## config.mk

```make
export PLATFORM = sky130hd
export DESIGN_NAME = address_map_and_port_registers
export DESIGN_NICKNAME = d
export VERILOG_FILES = /design/src/memory_map_pkg.sv /design/src/decode_if.sv /design/src/address_decoder.sv /design/src/port_slice.sv /design/src/address_map_and_port_registers.sv
export SDC_FILE = /design/constraint.sdc
export NUM_CORES = 1
export LEC_CHECK = 0
export CAP_MARGIN = 40
export CORE_MARGIN = 2
export CORE_UTILIZATION = 35
export CTS_CLUSTER_SIZE = 12
export DETAILED_ROUTE_END_ITERATION = 8
export DONT_BUFFER_PORTS = 1
export GPL_TIMING_DRIVEN = 0
export HOLD_SLACK_MARGIN = 0.08
export PLACE_DENSITY_LB_ADDON = 0.25
export SYNTH_ARGS = -nofsm -noshare
export SYNTH_HDL_FRONTEND = slang
export SYNTH_HIERARCHICAL = 1
export SYNTH_SLANG_ARGS = --single-unit
```

## constraint.sdc

```tcl
create_clock -name clk_sys_i -period 4.7 [get_ports clk_sys_i]
set_input_delay 0.235 -clock clk_sys_i [delete_from_list [all_inputs] [get_ports clk_sys_i]]
set_output_delay 0.235 -clock clk_sys_i [all_outputs]
set_load 0.05 [all_outputs]
```

## src/memory_map_pkg.sv

```systemverilog
package memory_map_pkg;

	localparam int ADDR_W = 16;
	localparam int DATA_W = 8;

	// Region boundaries of the 64 Kbyte space.
	localparam logic [15:0] IO_PAGE_LAST = 16'h005F;
	localparam logic [15:0] RAM_LAST = 16'h035F;
	localparam logic [15:0] GAP_LAST = 16'h7FFF;
	localparam logic [15:0] FLASH_LAST = 16'hFDFF;
	localparam logic [15:0] HIGH_IO_LAST = 16'hFE0F;
	localparam logic [15:0] MONITOR_LAST = 16'hFEFF;
	localparam logic [15:0] PROTECT_ADDR = 16'hFF7E;
	localparam logic [15:0] VECTOR_FIRST = 16'hFFD2;

	// Holes and reserved slots in the high I/O page.
	localparam logic [15:0] HIGH_RSV_A = 16'hFE02;
	localparam logic [15:0] HIGH_RSV_FIRST = 16'hFE04;
	localparam logic [15:0] HIGH_RSV_LAST = 16'hFE06;
	localparam logic [15:0] HIGH_GAP_FIRST = 16'hFE09;
	localparam logic [15:0] HIGH_GAP_LAST = 16'hFE0B;

	// Port register addresses.
	localparam logic [15:0] PORT_A_DATA = 16'h0000;
	localparam logic [15:0] PORT_B_DATA = 16'h0001;
	localparam logic [15:0] PORT_C_DATA = 16'h0002;
	localparam logic [15:0] PORT_D_LEVELS = 16'h0003;
	localparam logic [15:0] PORT_A_DIR = 16'h0004;
	localparam logic [15:0] PORT_B_DIR = 16'h0005;
	localparam logic [15:0] PORT_C_DIR = 16'h0006;
	localparam logic [15:0] IO_GAP_A = 16'h0007;
	localparam logic [15:0] PORT_E_DATA = 16'h0008;
	localparam logic [15:0] PORT_F_DATA = 16'h0009;
	localparam logic [15:0] IO_GAP_B = 16'h000A;
	localparam logic [15:0] IO_GAP_C = 16'h000B;
	localparam logic [15:0] PORT_E_DIR = 16'h000C;
	localparam logic [15:0] PORT_F_DIR = 16'h000D;

	// Implemented pin counts of each port.
	localparam int PORT_A_W = 8;
	localparam int PORT_B_W = 8;
	localparam int PORT_C_W = 7;
	localparam int PORT_D_W = 7;
	localparam int PORT_E_W = 8;
	localparam int PORT_F_W = 6;

	localparam logic [7:0] DIR_RESET = 8'h00;

	typedef enum logic [9:0] {
		REG_PORT = 10'h001,
		REG_OTHER = 10'h002,
		MEM_RAM = 10'h004,
		MEM_FLASH = 10'h008,
		REG_HIGH = 10'h010,
		SLOT_RESERVED = 10'h020,
		MEM_MONITOR = 10'h040,
		REG_PROTECT = 10'h080,
		MEM_VECTOR = 10'h100,
		SLOT_UNIMPL = 10'h200
	} region_t;

endpackage

```

## src/decode_if.sv

```systemverilog
interface decode_if;
	logic [15:0] addr;
	memory_map_pkg::region_t region;

	modport requester (
		output addr,
		input region
	);

	modport decoder (
		input addr,
		output region
	);
endinterface

```

## src/address_decoder.sv

```systemverilog
module address_decoder (
	decode_if.decoder dec
);

	always_comb begin
		if (dec.addr <= memory_map_pkg::IO_PAGE_LAST) begin
			case (dec.addr)
				memory_map_pkg::PORT_A_DATA, memory_map_pkg::PORT_B_DATA,
				memory_map_pkg::PORT_C_DATA, memory_map_pkg::PORT_D_LEVELS,
				memory_map_pkg::PORT_A_DIR, memory_map_pkg::PORT_B_DIR,
				memory_map_pkg::PORT_C_DIR, memory_map_pkg::PORT_E_DATA,
				memory_map_pkg::PORT_F_DATA, memory_map_pkg::PORT_E_DIR,
				memory_map_pkg::PORT_F_DIR: dec.region = memory_map_pkg::REG_PORT;
				memory_map_pkg::IO_GAP_A, memory_map_pkg::IO_GAP_B,
				memory_map_pkg::IO_GAP_C: dec.region = memory_map_pkg::SLOT_UNIMPL;
				default: dec.region = memory_map_pkg::REG_OTHER;
			endcase
		end else if (dec.addr <= memory_map_pkg::RAM_LAST) begin
			dec.region = memory_map_pkg::MEM_RAM;
		end else if (dec.addr <= memory_map_pkg::GAP_LAST) begin
			dec.region = memory_map_pkg::SLOT_UNIMPL;
		end else if (dec.addr <= memory_map_pkg::FLASH_LAST) begin
			dec.region = memory_map_pkg::MEM_FLASH;
		end else if (dec.addr <= memory_map_pkg::HIGH_IO_LAST) begin
			if (dec.addr == memory_map_pkg::HIGH_RSV_A ||
					(dec.addr >= memory_map_pkg::HIGH_RSV_FIRST &&
					dec.addr <= memory_map_pkg::HIGH_RSV_LAST)) begin
				dec.region = memory_map_pkg::SLOT_RESERVED;
			end else if (dec.addr >= memory_map_pkg::HIGH_GAP_FIRST &&
					dec.addr <= memory_map_pkg::HIGH_GAP_LAST) begin
				dec.region = memory_map_pkg::SLOT_UNIMPL;
			end else begin
				dec.region = memory_map_pkg::REG_HIGH;
			end
		end else if (dec.addr <= memory_map_pkg::MONITOR_LAST) begin
			dec.region = memory_map_pkg::MEM_MONITOR;
		end else if (dec.addr == memory_map_pkg::PROTECT_ADDR) begin
			dec.region = memory_map_pkg::REG_PROTECT;
		end else if (dec.addr < memory_map_pkg::VECTOR_FIRST) begin
			dec.region = memory_map_pkg::SLOT_UNIMPL;
		end else begin
			dec.region = memory_map_pkg::MEM_VECTOR;
		end
	end

endmodule

```

## src/port_slice.sv

```systemverilog
module port_slice #(
	parameter int W = 8
) (
	input wire logic clk_sys_i,
	input wire logic rst_n_i,
	input wire logic [W-1:0] wdata_i,
	input wire logic data_wr_i,
	input wire logic dir_wr_i,
	input wire logic [W-1:0] pin_i,
	output logic [W-1:0] pin_o,
	output logic [W-1:0] pin_oe_n_o,
	output logic [W-1:0] level_o,
	output logic [W-1:0] data_rd_o,
	output logic [W-1:0] dir_rd_o
);

	logic [W-1:0] meta_q;
	logic [W-1:0] level_q;
	logic [W-1:0] latch_q;
	logic [W-1:0] dir_q;

	// Pin levels arrive asynchronously; the first stage feeds only the second.
	always_ff @(posedge clk_sys_i or negedge rst_n_i) begin
		if (!rst_n_i) begin
			meta_q <= '0;
			level_q <= '0;
		end else begin
			meta_q <= pin_i;
			level_q <= meta_q;
		end
	end

	// The output latch has no reset and keeps its contents through one.
	always_ff @(posedge clk_sys_i) begin
		if (data_wr_i) begin
			latch_q <= wdata_i;
		end
	end

	always_ff @(posedge clk_sys_i or negedge rst_n_i) begin
		if (!rst_n_i) begin
			dir_q <= '0;
		end else if (dir_wr_i) begin
			dir_q <= wdata_i;
		end
	end

	genvar i;
	generate
		for (i = 0; i < W; i++) begin : g_bit
			assign pin_o[i] = latch_q[i];
			assign pin_oe_n_o[i] = ~dir_q[i];
			assign data_rd_o[i] = dir_q[i] ? latch_q[i] : level_q[i];
		end
	endgenerate

	assign level_o = level_q;
	assign dir_rd_o = dir_q;

endmodule

```

## src/address_map_and_port_registers.sv

```systemverilog
// Overview of operation
// - Decode full 64 Kbyte space into one target.
// - Unimplemented accesses may request illegal-address reset.
// - Writes to read-only bits change nothing.
// - Reads of write-only bits have no side effects.
// - $0000-$005F selects the I/O register page.
// - $0060-$035F selects the 768-byte RAM.
// - $0360-$7FFF is unimplemented, illegal-address checked.
// - $8000-$FDFF selects the flash array.
// - $FE10-$FEFF selects the 240-byte monitor ROM.
// - $FFD2-$FFFF selects the 46-byte vector area.
// - $FF00-$FFD1 unimplemented except protect register $FF7E.
// - Port D reads live pins, bit 7 zero.
// - Direction registers at fixed offsets, reset to zero.
// - Port F data and direction bits 7:6 read zero.
// - Port C low pins shared with converter inputs.
// - Port D feeds modulator current-sense and fault inputs.
// - Port E pins shared with both timers.
// - Port F pins shared with the serial interfaces.
module address_map_and_port_registers (
	input wire logic clk_sys_i,
	input wire logic nrst_i,
	input wire logic [15:0] addr_i,
	input wire logic [7:0] wdata_i,
	input wire logic rd_i,
	input wire logic wr_i,
	input wire logic illegal_rst_en_i,
	output logic [7:0] rdata_o,
	output logic [9:0] region_sel_o,
	output logic illegal_rst_o,
	input wire logic [7:0] port_a_pin_i,
	output logic [7:0] port_a_pin_o,
	output logic [7:0] port_a_pin_oe_n_o,
	input wire logic [7:0] port_b_pin_i,
	output logic [7:0] port_b_pin_o,
	output logic [7:0] port_b_pin_oe_n_o,
	input wire logic [6:0] port_c_pin_i,
	output logic [6:0] port_c_pin_o,
	output logic [6:0] port_c_pin_oe_n_o,
	input wire logic [6:0] port_d_pin_i,
	input wire logic [7:0] port_e_pin_i,
	output logic [7:0] port_e_pin_o,
	output logic [7:0] port_e_pin_oe_n_o,
	input wire logic [5:0] port_f_pin_i,
	output logic [5:0] port_f_pin_o,
	output logic [5:0] port_f_pin_oe_n_o,
	output logic converter_input_eight_o,
	output logic converter_input_nine_o,
	output logic [2:0] current_sense_o,
	output logic [3:0] fault_input_o,
	output logic [7:0] timer_pin_level_o,
	output logic [5:0] serial_pin_level_o
);

	////////////////////////////////////////////////////////////////////////////////

	logic rst_meta_q;
	logic rst_n_q;

	// Reset asserts at once and releases two clocks after the pin goes high.
	always_ff @(posedge clk_sys_i or negedge nrst_i) begin
		if (!nrst_i) begin
			rst_meta_q <= 1'b0;
			rst_n_q <= 1'b0;
		end else begin
			rst_meta_q <= 1'b1;
			rst_n_q <= rst_meta_q;
		end
	end

	////////////////////////////////////////////////////////////////////////////////

	decode_if dec ();
	memory_map_pkg::region_t region;
	logic access;
	logic port_hit;

	assign dec.addr = addr_i;
	assign region = dec.region;
	assign access = rd_i | wr_i;
	assign port_hit = region == memory_map_pkg::REG_PORT;

	address_decoder u_decoder (
		.dec(dec)
	);

	// One select line per target, live only while an access is on the bus.
	assign region_sel_o = access ? region : 10'h000;

	////////////////////////////////////////////////////////////////////////////////

	logic port_wr;
	logic wr_a_data, wr_b_data, wr_c_data, wr_e_data, wr_f_data;
	logic wr_a_dir, wr_b_dir, wr_c_dir, wr_e_dir, wr_f_dir;

	// Reserved slots and read-only port D never reach any storage.
	assign port_wr = wr_i & port_hit;
	assign wr_a_data = port_wr && addr_i == memory_map_pkg::PORT_A_DATA;
	assign wr_b_data = port_wr && addr_i == memory_map_pkg::PORT_B_DATA;
	assign wr_c_data = port_wr && addr_i == memory_map_pkg::PORT_C_DATA;
	assign wr_e_data = port_wr && addr_i == memory_map_pkg::PORT_E_DATA;
	assign wr_f_data = port_wr && addr_i == memory_map_pkg::PORT_F_DATA;
	assign wr_a_dir = port_wr && addr_i == memory_map_pkg::PORT_A_DIR;
	assign wr_b_dir = port_wr && addr_i == memory_map_pkg::PORT_B_DIR;
	assign wr_c_dir = port_wr && addr_i == memory_map_pkg::PORT_C_DIR;
	assign wr_e_dir = port_wr && addr_i == memory_map_pkg::PORT_E_DIR;
	assign wr_f_dir = port_wr && addr_i == memory_map_pkg::PORT_F_DIR;

	////////////////////////////////////////////////////////////////////////////////

	logic [7:0] a_level, a_data, a_dir;
	logic [7:0] b_level, b_data, b_dir;
	logic [6:0] c_level, c_data, c_dir;
	logic [6:0] d_level, d_data;
	logic [7:0] e_level, e_data, e_dir;
	logic [5:0] f_level, f_data, f_dir;

	port_slice #(.W(memory_map_pkg::PORT_A_W)) u_port_a (
		.clk_sys_i(clk_sys_i),
		.rst_n_i(rst_n_q),
		.wdata_i(wdata_i),
		.data_wr_i(wr_a_data),
		.dir_wr_i(wr_a_dir),
		.pin_i(port_a_pin_i),
		.pin_o(port_a_pin_o),
		.pin_oe_n_o(port_a_pin_oe_n_o),
		.level_o(a_level),
		.data_rd_o(a_data),
		.dir_rd_o(a_dir)
	);

	port_slice #(.W(memory_map_pkg::PORT_B_W)) u_port_b (
		.clk_sys_i(clk_sys_i),
		.rst_n_i(rst_n_q),
		.wdata_i(wdata_i),
		.data_wr_i(wr_b_data),
		.dir_wr_i(wr_b_dir),
		.pin_i(port_b_pin_i),
		.pin_o(port_b_pin_o),
		.pin_oe_n_o(port_b_pin_oe_n_o),
		.level_o(b_level),
		.data_rd_o(b_data),
		.dir_rd_o(b_dir)
	);

	// Bit 7 of port C is not built, so a write to it is simply dropped.
	port_slice #(.W(memory_map_pkg::PORT_C_W)) u_port_c (
		.clk_sys_i(clk_sys_i),
		.rst_n_i(rst_n_q),
		.wdata_i(wdata_i[6:0]),
		.data_wr_i(wr_c_data),
		.dir_wr_i(wr_c_dir),
		.pin_i(port_c_pin_i),
		.pin_o(port_c_pin_o),
		.pin_oe_n_o(port_c_pin_oe_n_o),
		.level_o(c_level),
		.data_rd_o(c_data),
		.dir_rd_o(c_dir)
	);

	// Port D has no writable state: its direction stays at input forever.
	port_slice #(.W(memory_map_pkg::PORT_D_W)) u_port_d (
		.clk_sys_i(clk_sys_i),
		.rst_n_i(rst_n_q),
		.wdata_i(wdata_i[6:0]),
		.data_wr_i(1'b0),
		.dir_wr_i(1'b0),
		.pin_i(port_d_pin_i),
		.pin_o(),
		.pin_oe_n_o(),
		.level_o(d_level),
		.data_rd_o(d_data),
		.dir_rd_o()
	);

	port_slice #(.W(memory_map_pkg::PORT_E_W)) u_port_e (
		.clk_sys_i(clk_sys_i),
		.rst_n_i(rst_n_q),
		.wdata_i(wdata_i),
		.data_wr_i(wr_e_data),
		.dir_wr_i(wr_e_dir),
		.pin_i(port_e_pin_i),
		.pin_o(port_e_pin_o),
		.pin_oe_n_o(port_e_pin_oe_n_o),
		.level_o(e_level),
		.data_rd_o(e_data),
		.dir_rd_o(e_dir)
	);

	port_slice #(.W(memory_map_pkg::PORT_F_W)) u_port_f (
		.clk_sys_i(clk_sys_i),
		.rst_n_i(rst_n_q),
		.wdata_i(wdata_i[5:0]),
		.data_wr_i(wr_f_data),
		.dir_wr_i(wr_f_dir),
		.pin_i(port_f_pin_i),
		.pin_o(port_f_pin_o),
		.pin_oe_n_o(port_f_pin_oe_n_o),
		.level_o(f_level),
		.data_rd_o(f_data),
		.dir_rd_o(f_dir)
	);

	////////////////////////////////////////////////////////////////////////////////

	// Synchronised pin levels handed to the peripherals that share the pins.
	assign converter_input_eight_o = c_level[0];
	assign converter_input_nine_o = c_level[1];
	assign current_sense_o = d_level[6:4];
	assign fault_input_o = d_level[3:0];
	assign timer_pin_level_o = e_level;
	assign serial_pin_level_o = f_level;

	////////////////////////////////////////////////////////////////////////////////

	logic [7:0] rdata_d;
	logic [7:0] rdata_q;

	// Unbuilt high bits read as zero; a read only samples, it never modifies.
	always_comb begin
		case (addr_i)
			memory_map_pkg::PORT_A_DATA: rdata_d = a_data;
			memory_map_pkg::PORT_B_DATA: rdata_d = b_data;
			memory_map_pkg::PORT_C_DATA: rdata_d = {1'b0, c_data};
			memory_map_pkg::PORT_D_LEVELS: rdata_d = {1'b0, d_data};
			memory_map_pkg::PORT_A_DIR: rdata_d = a_dir;
			memory_map_pkg::PORT_B_DIR: rdata_d = b_dir;
			memory_map_pkg::PORT_C_DIR: rdata_d = {1'b0, c_dir};
			memory_map_pkg::PORT_E_DATA: rdata_d = e_data;
			memory_map_pkg::PORT_F_DATA: rdata_d = {2'h0, f_data};
			memory_map_pkg::PORT_E_DIR: rdata_d = e_dir;
			memory_map_pkg::PORT_F_DIR: rdata_d = {2'h0, f_dir};
			default: rdata_d = 8'h00;
		endcase
	end

	always_ff @(posedge clk_sys_i or negedge rst_n_q) begin
		if (!rst_n_q) begin
			rdata_q <= 8'h00;
		end else if (rd_i) begin
			rdata_q <= port_hit ? rdata_d : 8'h00;
		end
	end

	assign rdata_o = rdata_q;

	////////////////////////////////////////////////////////////////////////////////

	logic illegal_q;

	// One-cycle request to the reset logic for any access to a hole.
	always_ff @(posedge clk_sys_i or negedge rst_n_q) begin
		if (!rst_n_q) begin
			illegal_q <= 1'b0;
		end else begin
			illegal_q <= access && illegal_rst_en_i &&
				region == memory_map_pkg::SLOT_UNIMPL;
		end
	end

	assign illegal_rst_o = illegal_q;

endmodule

```

==> results_dict.tcl, run 1 <==
set metrics [dict create \
    seqPwrFrac_pct 51.0 \
    grt_overflow_total 0 \
    boundaryPins 189 \
    diodes 0 \
    max-clock-path-buffers 2 \
    holdPathStages 4 \
    fin_crit_sh_pct 66.0 \
    die_w_um 154 \
    cap_viol_max_count 0 \
    layout_min_cycle_time_ps 3100 \
    crit_start "addr_i[14]" \
    routedWlPerCell_um 24.7 \
    power.share.clock_pct 42.8 \
    core_region_area_um2 22000 \
    final_common_cell "dfrtp_1" \
    numCtsBuffers 17 \
    r2r-start "u_port_c/pin_o[6]" \
    clock.fmax_ghz 0.322 \
    setup_viol 0 \
    grt_pass1_wl_mm 35.4 \
    hold_path_class "in2reg" \
    vias 5037 \
    gp_congestion 0.877 \
    power.density_nw_per_um2 361 \
    skew_ps 11.8 \
    drive_above_1_share_pct 26.2 \
    clk_latency_ps 440 \
    met3_usage_pct 7.93 \
    root_buffer "clkbuf_16" \
    grt_max_degree 62 \
    synth_cells 560 \
    hold_slack_ps 184 \
    globalRoute.busiestLayer "met2" \
    grt_use_met1_pct 25.1 \
    vias_per_cell 5.29 \
    rr_worst_depth 5 \
    layout_common_cells "dfrtp_1 (142), dlygate4sd3_1 (56), inv_1 (46), mux2_2 (46)" \
    dp_hpwl_mm 17.0 \
    final_max_slew_viol_count 0 \
    cp-end-kind "flop" \
    hold_viol_final 0 \
    die-area_um2 23800 \
    cellLeakagePower_nw 3.82 \
    ir_worst_vdd_mv 0.210 \
    max_slew_margin_pct 50.2 \
    critPathKind "in2reg" \
    cts.sinks 187 \
    drt_wl_total_mm 23.5 \
    hold_buffers 56 \
    cts_resized 0 \
    power_switching_mw 0.823 \
    dp.cells 865 \
    ant_nets 0 \
    cts_setup_buffers 0 \
    met2_usage_pct 33.9 \
    rsz0062_at_grt "no" \
    worstMarginPinSlew_ps 741 \
    portBuffers 0 \
    grt_pass1_vias 5495 \
    critPathRequiredTime_ps 4840 \
    stdcell_count 952 \
    status "finished, final reports clean" \
    start_util_pct 35.9 \
    drt_iter0_markers 381 \
    cts_tree "yes" \
    detailedRoute.firstPassIterationCount 4 \
    syn_area_per_cell_um2 14.1 \
    grtUsageTotal_pct 20.4 \
    clk_pin_slew_worst_paths_ps 70 \
    fp.dieH_um 154 \
    cp_data_arrival_time_ps 3250 \
    start_kind "input pin" \
    hp-start "addr_i[8]" \
    fp-row-count 54 \
    postPlaceCellArea_um2 8470 \
    finalSetupTns_ps 0 \
    yosys_warnings 6 \
    swShare_pct 23.7 \
    antenna_found_initial 0 \
    pwr-share-comb_pct 6.2 \
    totalPowerFinal_mw 3.48 \
    power.internal_mw 2.66 \
    fin_nets 733 \
    area_delta_synth_final_pct 21.8 \
    design_area_um2 9630 \
    drc_errors 0 \
    syn_area_um2 7910 \
    crit_fanout 7 \
    htree_num_levels 4 \
]
registers in the layout (all words and copies together), names as in the netlist, 8 cells and up:
signal,flops
rdata_o,8
u_port_a/dir_rd_o,8
u_port_a/level_o,8
u_port_a/meta_q,8
u_port_a/pin_o,8
u_port_b/dir_rd_o,8
u_port_b/level_o,8
u_port_b/meta_q,8
u_port_b/pin_o,8
u_port_e/dir_rd_o,8
u_port_e/level_o,8
u_port_e/meta_q,8
u_port_e/pin_o,8
worst max-delay path, cell delays in order:
cell and delay [ps]:
nand4_1 210, a2111oi_0 490, a31oi_1 120, o211a_1 170, or4_4 600, nor3_2 300
nand3_2 220, nor4_2 610, buf_4 280
metal layers:
metal  up-vias  wire (um)
met5         -          0
met4         0        372
met3        28       2140
met2       205      11400
met1      2591       9630
li1       2213          -
path summary, 6_finish.rpt:
check | endpoint | slack [ps]
setup / recovery | u_port_e/pin_o[0] | 1600
hold / removal | rdata_o[5] | 180
setup reg to reg | rdata_o[6] | 2610
hold reg to reg | u_port_b/level_o[4] | 220
max in group asynchronous | u_port_e/dir_rd_o[7] | 3520
min in group asynchronous | u_port_b/level_o[4] | 220
power groups by stage:
stage | logic (mW) | clock network (mW) | registers (mW)
global placement | 0.135 | 0 | 1.83
CTS | 0.217 | 1.53 | 1.77
finish | 0.215 | 1.49 | 1.77
global route | 0.234 | 1.59 | 1.78
floorplan | 0.102 | 0 | 1.81
detailed placement | 0.165 | 0 | 1.81
stage by stage:
stage,setup slack [ps],util [%]
4_1_cts,1620,43.7
6_report,1600,43.7
3_3_place_gp,-1260,37.6
3_5_place_dp,1200,38.5
5_1_grt,1410,43.7
2_1_floorplan,421,-
layout make-up:
cell class	instances	area [um^2]
fill	2021	12400
sequential	187	4900
multi-input combinational	313	2730
timing repair buffer	74	738
clock buffer	20	437
tap	280	350
inverter	46	173
clock inverter	11	164
buffer	21	134
(Power assumes the default switching activity.)
==> inputs of run 2 (changes only) <==
clock period = 3 ns   (was 4.7 ns; I/O delays follow)
==> run 2 against run 1 <==
Combinational power increased by 53%. Highest routed layer unchanged. Global-route usage hardly changed. Cell area is 0.19% higher.
==> results_dict.tcl, run 2 (synthesis gave the netlist of run 1 again) <==
set metrics [dict create \
    drive_above_1_share_pct 26.6 \
    hold_slack_ps 96.9 \
    drt_wl_total_mm 23.7 \
    fin_nets 732 \
    multi_input_comb_area_um2 2750 \
    dp_slack_ps -394 \
    nFillCells 2034 \
    layout_min_cycle_time_ps 2800 \
    start_kind "input pin" \
    start_util_pct 35.9 \
    path_cells "a2111oi_0 -> or4b_4 -> nor2_1 -> nand2b_1 -> nor3_2 -> nand4_1 -> nor3b_4 -> buf_6" \
    die_w_um 154 \
    htree_num_levels 4 \
    power_switching_mw 1.42 \
    finalSetupTns_ps 0 \
    swShare_pct 26.4 \
    gp_congestion 0.828 \
    fin_crit_sh_pct 93.4 \
    area_delta_synth_final_pct 22.1 \
    seqPwrFrac_pct 51.7 \
    skew_ps 13.6 \
    cellLeakagePower_nw 3.82 \
    crit_start "addr_i[5]" \
    postPlaceCellArea_um2 8470 \
    power.density_nw_per_um2 558 \
    crit_fanout 7 \
    hold_path_class "in2reg" \
    hold_viol_final 0 \
    cp-end-kind "flop" \
    vias 5039 \
    portBuffers 0 \
    root_buffer "clkbuf_16" \
    status "finished, final reports clean" \
    max_stage_delay_ps 590 \
    grt_pass1_vias 5421 \
    grt_max_degree 59 \
    grt_overflow_total 0 \
    totalPowerFinal_mw 5.39 \
    dp_hpwl_mm 17.0 \
    detailedRoute.firstPassIterationCount 5 \
    power.internal_mw 3.96 \
    cp_data_arrival_time_ps 2950 \
    r2r-start "u_port_c/pin_o[6]" \
    cts_setup_buffers 0 \
    critPathRequiredTime_ps 3150 \
    cts.sinks 187 \
    rr_worst_depth 5 \
    holdPathStages 4 \
    die-area_um2 23800 \
    fp-row-count 54 \
    layout_common_cells "dfrtp_1 (142), dlygate4sd3_1 (56), inv_1 (46), mux2_2 (46)" \
    drt_iter0_markers 323 \
    grtUsageTotal_pct 20.4 \
    drc_errors 0 \
    rsz0062_at_grt "no" \
    r2r-end "rdata_o[6]" \
    ff2ff_setup_slack_ps 900 \
    numCtsBuffers 17 \
    ir_worst_vdd_mv 0.274 \
    core_region_area_um2 22000 \
    boundaryPins 189 \
    ff_latch_area_um2 4900 \
    vias_per_cell 5.28 \
    slowest_stage "or4b_4" \
    max_slew_margin_pct 51.0 \
    final.setup.worst_slack_ps 198 \
    cts_tree "yes" \
    design_area_um2 9650 \
    antenna_found_initial 1 \
    endpoint "u_port_b/pin_o[6]" \
    pwr-share-comb_pct 6.1 \
    setup_viol 0 \
    routedWlPerCell_um 24.9 \
    cap_viol_max_count 0 \
    fp.dieH_um 154 \
    clk_latency_ps 440 \
    clock.fmax_ghz 0.357 \
    clk_pin_slew_worst_paths_ps 70 \
    final_max_slew_viol_count 0 \
    max-clock-path-buffers 2 \
    worstMarginPinSlew_ps 733 \
    final_common_cell "dfrtp_1" \
    critPathKind "in2reg" \
    power.share.clock_pct 42.2 \
    ant_nets 0 \
    grt_pass1_wl_mm 35.4 \
]
-- run 2: changes by cell type in the layout (fill, tap and decap cells not counted), moves of 2 or more --
| cell | before | now |
|---|---|---|
| inv_8 | 1 | 3 |
| clkinv_4 | 1 | 3 |
| diode_2 | 0 | 2 |
| clkbuf_1 | 10 | 8 |
| bufinv_16 | 3 | 0 |
| clkinv_8 | 1 | 5 |
-- run 2: layer usage --
layer  vias up  track usage [%]  wire length (um)
met5         -                0                 0
met4         0             5.25               318
met3        26             7.23              1930
met2       209             33.9             11500
met1      2592             25.5              9920
li1       2212                -                 -
-- run 2: final cells by class --
cell class | count | area share, %
multi-input cells | 313 | 28.5
flip-flops and latches | 187 | 50.8
clock inverters | 14 | 1.80
plain buffers | 21 | 1.39
clock buffers | 18 | 4.45
diodes | 2 | 0.0519
inverters | 46 | 1.79
well taps | 280 | 3.63
repair buffers | 73 | 7.56
-- run 2: how the worst min path moves through the flow --
| stage | to | slack (ps) | startpoint |
|---|---|---|---|
| after CTS | rdata_o[5] | 80 | addr_i[8] |
| final | rdata_o[2] | 100 | addr_i[8] |
| after global placement | rst_meta_q | -150 | nrst_i |
| after detailed placement | rst_meta_q | -150 | nrst_i |
| after floorplan | rst_meta_q | -150 | nrst_i |
| after global routing | rdata_o[2] | 100 | addr_i[8] |
-- run 2: power by group through the flow --
stage | registers [mW] | clock network (mW) | logic (mW)
finish | 2.79 | 2.27 | 0.328
global route | 2.80 | 2.42 | 0.356
floorplan | 2.84 | 0 | 0.160
detailed placement | 2.84 | 0 | 0.247
CTS | 2.79 | 2.32 | 0.329
global placement | 2.86 | 0 | 0.212
-- run 2: through the flow --
| stage | instances | util, % |
|---|---|---|
| floorplan | 567 | - |
| global placement | 847 | 37.6 |
| detailed placement | 864 | 38.5 |
| CTS | 952 | 43.7 |
| global route | 953 | 43.8 |
| finish | 954 | 43.8 |
-- run 2: critical path: cells and delay by family --
family / cells / cell delay (ps)
compound gates: 1 / 540
simple gates: 6 / 2040
buf+inv: 1 / 210
-- run 2: repair_timing --
item / in CTS / in global routing
endpoints found under the hold margin: 136 / 0
hold buffers: 56 / 0
gates resized for setup: 0 / 2
setup endpoints to repair: 0 / 8
==> inputs of run 3 (changes only) <==
ABC_AREA = 1   (was not set)
SETUP_SLACK_MARGIN = 0.3   (was not set)
==> run 3 against run 2 <==
Area after synthesis increased by 0.82%. Sequential power about the same. Synthesized cell count increased by 59%. Total power decreased by 3.2%. Critical path depth increased by 5. Worst hold slack improved by 49 ps. Non-clock buffer count decreased by 19. Critical endpoint is now u_port_c/pin_o[6].
==> results_dict.tcl, run 3 <==
set metrics [dict create \
    met3_usage_pct 5.43 \
    yosysSeqAreaShare_pct 61.5 \
    max_stage_delay_ps 790 \
    synth_top_cell_area_share_pct 44.9 \
    hold_slack_ps 146 \
    netlist.top_cell.by_area "dfrtp_1" \
    cts_tree "yes" \
    vias_per_cell 4.74 \
    cp_common_cell "nand2_1" \
    start_util_pct 35.4 \
    grt_use_met1_pct 25.7 \
    design_area_um2 9550 \
    crit_fanout 10 \
    fp-row-count 55 \
    fp.dieH_um 155 \
    utilization_pct 42.5 \
    critPathRequiredTime_ps 3070 \
    clock.fmax_ghz 0.395 \
    drc_errors 0 \
    synth.distinct_cells 31 \
    dp_hpwl_mm 16.6 \
    drive_above_1_share_pct 9.42 \
    holdPathStages 3 \
    cap_viol_max_count 0 \
    grt_overflow_total 0 \
    max-clock-path-buffers 2 \
    ys_top_cells_by_count "nand2_1 (361), dfrtp_1 (143), nand3_1 (91)" \
    drt_wl_total_mm 23.2 \
    async_flop_share_pct 76.5 \
    syn_area_per_cell_um2 8.97 \
    ant_nets 0 \
    detailedRoute.firstPassIterationCount 4 \
    fin_nets 1047 \
    globalRoute.busiestLayer "met2" \
    critPathKind "in2reg" \
    cellLeakagePower_nw 4.53 \
    routedWlPerCell_um 18.2 \
    path_cells "inv_1 -> nand4_2 -> o21ai_2 -> nand2_1 -> nand2_1 -> nand2_1 -> nand2_1 -> nand2_1 -> inv_1 -> nand2_1 -> nor3_1 -> nand3_1 -> nor2_1" \
    fin_crit_sh_pct 84.5 \
    cp-end-kind "flop" \
    hold_viol_final 0 \
    grt_pass1_vias 5774 \
    skew_ps 11.3 \
    setup_viol 0 \
    core_region_area_um2 22500 \
    postPlaceCellArea_um2 8410 \
    max_slew_margin_pct 40.4 \
    portBuffers 0 \
    final_common_cell "nand2_1" \
    cts.sinks 187 \
    yosysMostFrequentCell "nand2_1" \
    vias 6040 \
    hold_path_class "in2reg" \
    gp_congestion 0.891 \
    root_buffer "clkbuf_16" \
    power.density_nw_per_um2 545 \
    htree_num_levels 4 \
    layout_common_cells "nand2_1 (361), dfrtp_1 (142), nand3_1 (91)" \
    cts_setup_buffers 0 \
    drt_iter0_markers 514 \
    grt_pass1_wl_mm 34.7 \
    slowest_stage "nor2_1" \
    rr_worst_depth 9 \
    cp_data_arrival_time_ps 2600 \
    boundaryPins 189 \
    final_max_slew_viol_count 0 \
    die-area_um2 24000 \
    nFillCells 2198 \
    rsz0062_at_grt "yes" \
    syn_area_um2 7970 \
    grtUsageTotal_pct 19.6 \
    area_delta_synth_final_pct 19.8 \
    clk_pin_slew_worst_paths_ps 70 \
    yosys-top-cells-area "dfrtp_1 (45%), nand2_1 (17%), edfxtp_1 (17%)" \
    antenna_found_initial 1 \
    ir_worst_vdd_mv 0.325 \
    status "finished, final reports clean" \
    worstMarginPinSlew_ps 890 \
    yosys_warnings 6 \
    ys_ff_latch 187 \
    layout_min_cycle_time_ps 2530 \
    synth_edf_count 44 \
    clk_latency_ps 440 \
    grt_max_degree 56 \
    die_w_um 155 \
    start_kind "input pin" \
    met2_usage_pct 31.6 \
    numCtsBuffers 17 \
    synth_cells 889 \
    synth-main-ff-cell "dfrtp_1" \
]
run 3: through the flow:
step,TNS [ps],power (mW),setup slack [ps],cells
finish,0,5.21,466,1274
CTS,0,5.27,477,1272
floorplan,0,2.95,626,896
detailed placement,0,3.01,20.3,1183
global route,0,5.40,265,1274
global placement,-44750,3.00,-336,1181
run 3: per-layer routing:
layer  share of wire [%]  wire length, um
met1                  43             9880
met2                  47            11000
met3                 7.7             1790
met4                 2.1              491
met5                   0                0
run 3: final timing paths:
check                                          start                    to  slack [ps]
worst min-delay path                            rd_i            rdata_o[1]         150
worst max-delay path                       addr_i[4]     u_port_c/pin_o[6]         470
worst min register to register    u_port_f/meta_q[3]   u_port_f/level_o[3]         350
max in group asynchronous                    rst_n_q  u_port_f/dir_rd_o[4]        1870
worst max register to register  u_port_f/dir_rd_o[0]            rdata_o[0]        1350
min in group asynchronous                    rst_n_q    u_port_b/meta_q[2]         390
run 3: where the power goes:
part | internal (mW) | switching [mW]
registers | 2.68 | 0.107
clock network | 1.14 | 1.03
logic | 0.0970 | 0.161
run 3: cells by family (layout without fill, tap and decap cells):
kind of cell,count (synthesis),count (layout),synth area share (%)
flip-flops,187,187,61.5
other,2,11,0.0942
AND/OR/NAND/NOR,579,579,31.7
AO/OA/AOI/OAI,10,10,0.785
buffers and inverters,111,202,5.95
run 3: area by class of cell:
class / count / area (um^2) / share of cell area (%)
Inverter: 95 / 357 / 3.73
Buffer: 16 / 118 / 1.23
Tap cell: 285 / 357 / 3.73
Timing Repair Buffer: 59 / 618 / 6.47
Antenna cell: 2 / 5.00 / 0.0524
Clock buffer: 21 / 462 / 4.83
Sequential cell: 187 / 4900 / 51.3
Multi-Input combinational cell: 598 / 2630 / 27.6
Clock inverter: 11 / 101 / 1.06
run 3: what timing repair did:
| item | CTS | global route |
|---|---|---|
| gates resized for setup | 0 | 3 |
| endpoints found under the setup margin | 0 | 24 |
| hold buffers | 57 | 0 |
| endpoints found under the hold margin | 128 | 0 |
run 3: critical path: cells and delay by family:
kind / cells / cell delay, ps
AND/OR/NAND/NOR: 10 / 2080
buffers and inverters: 2 / 170
AO/OA/AOI/OAI: 1 / 200
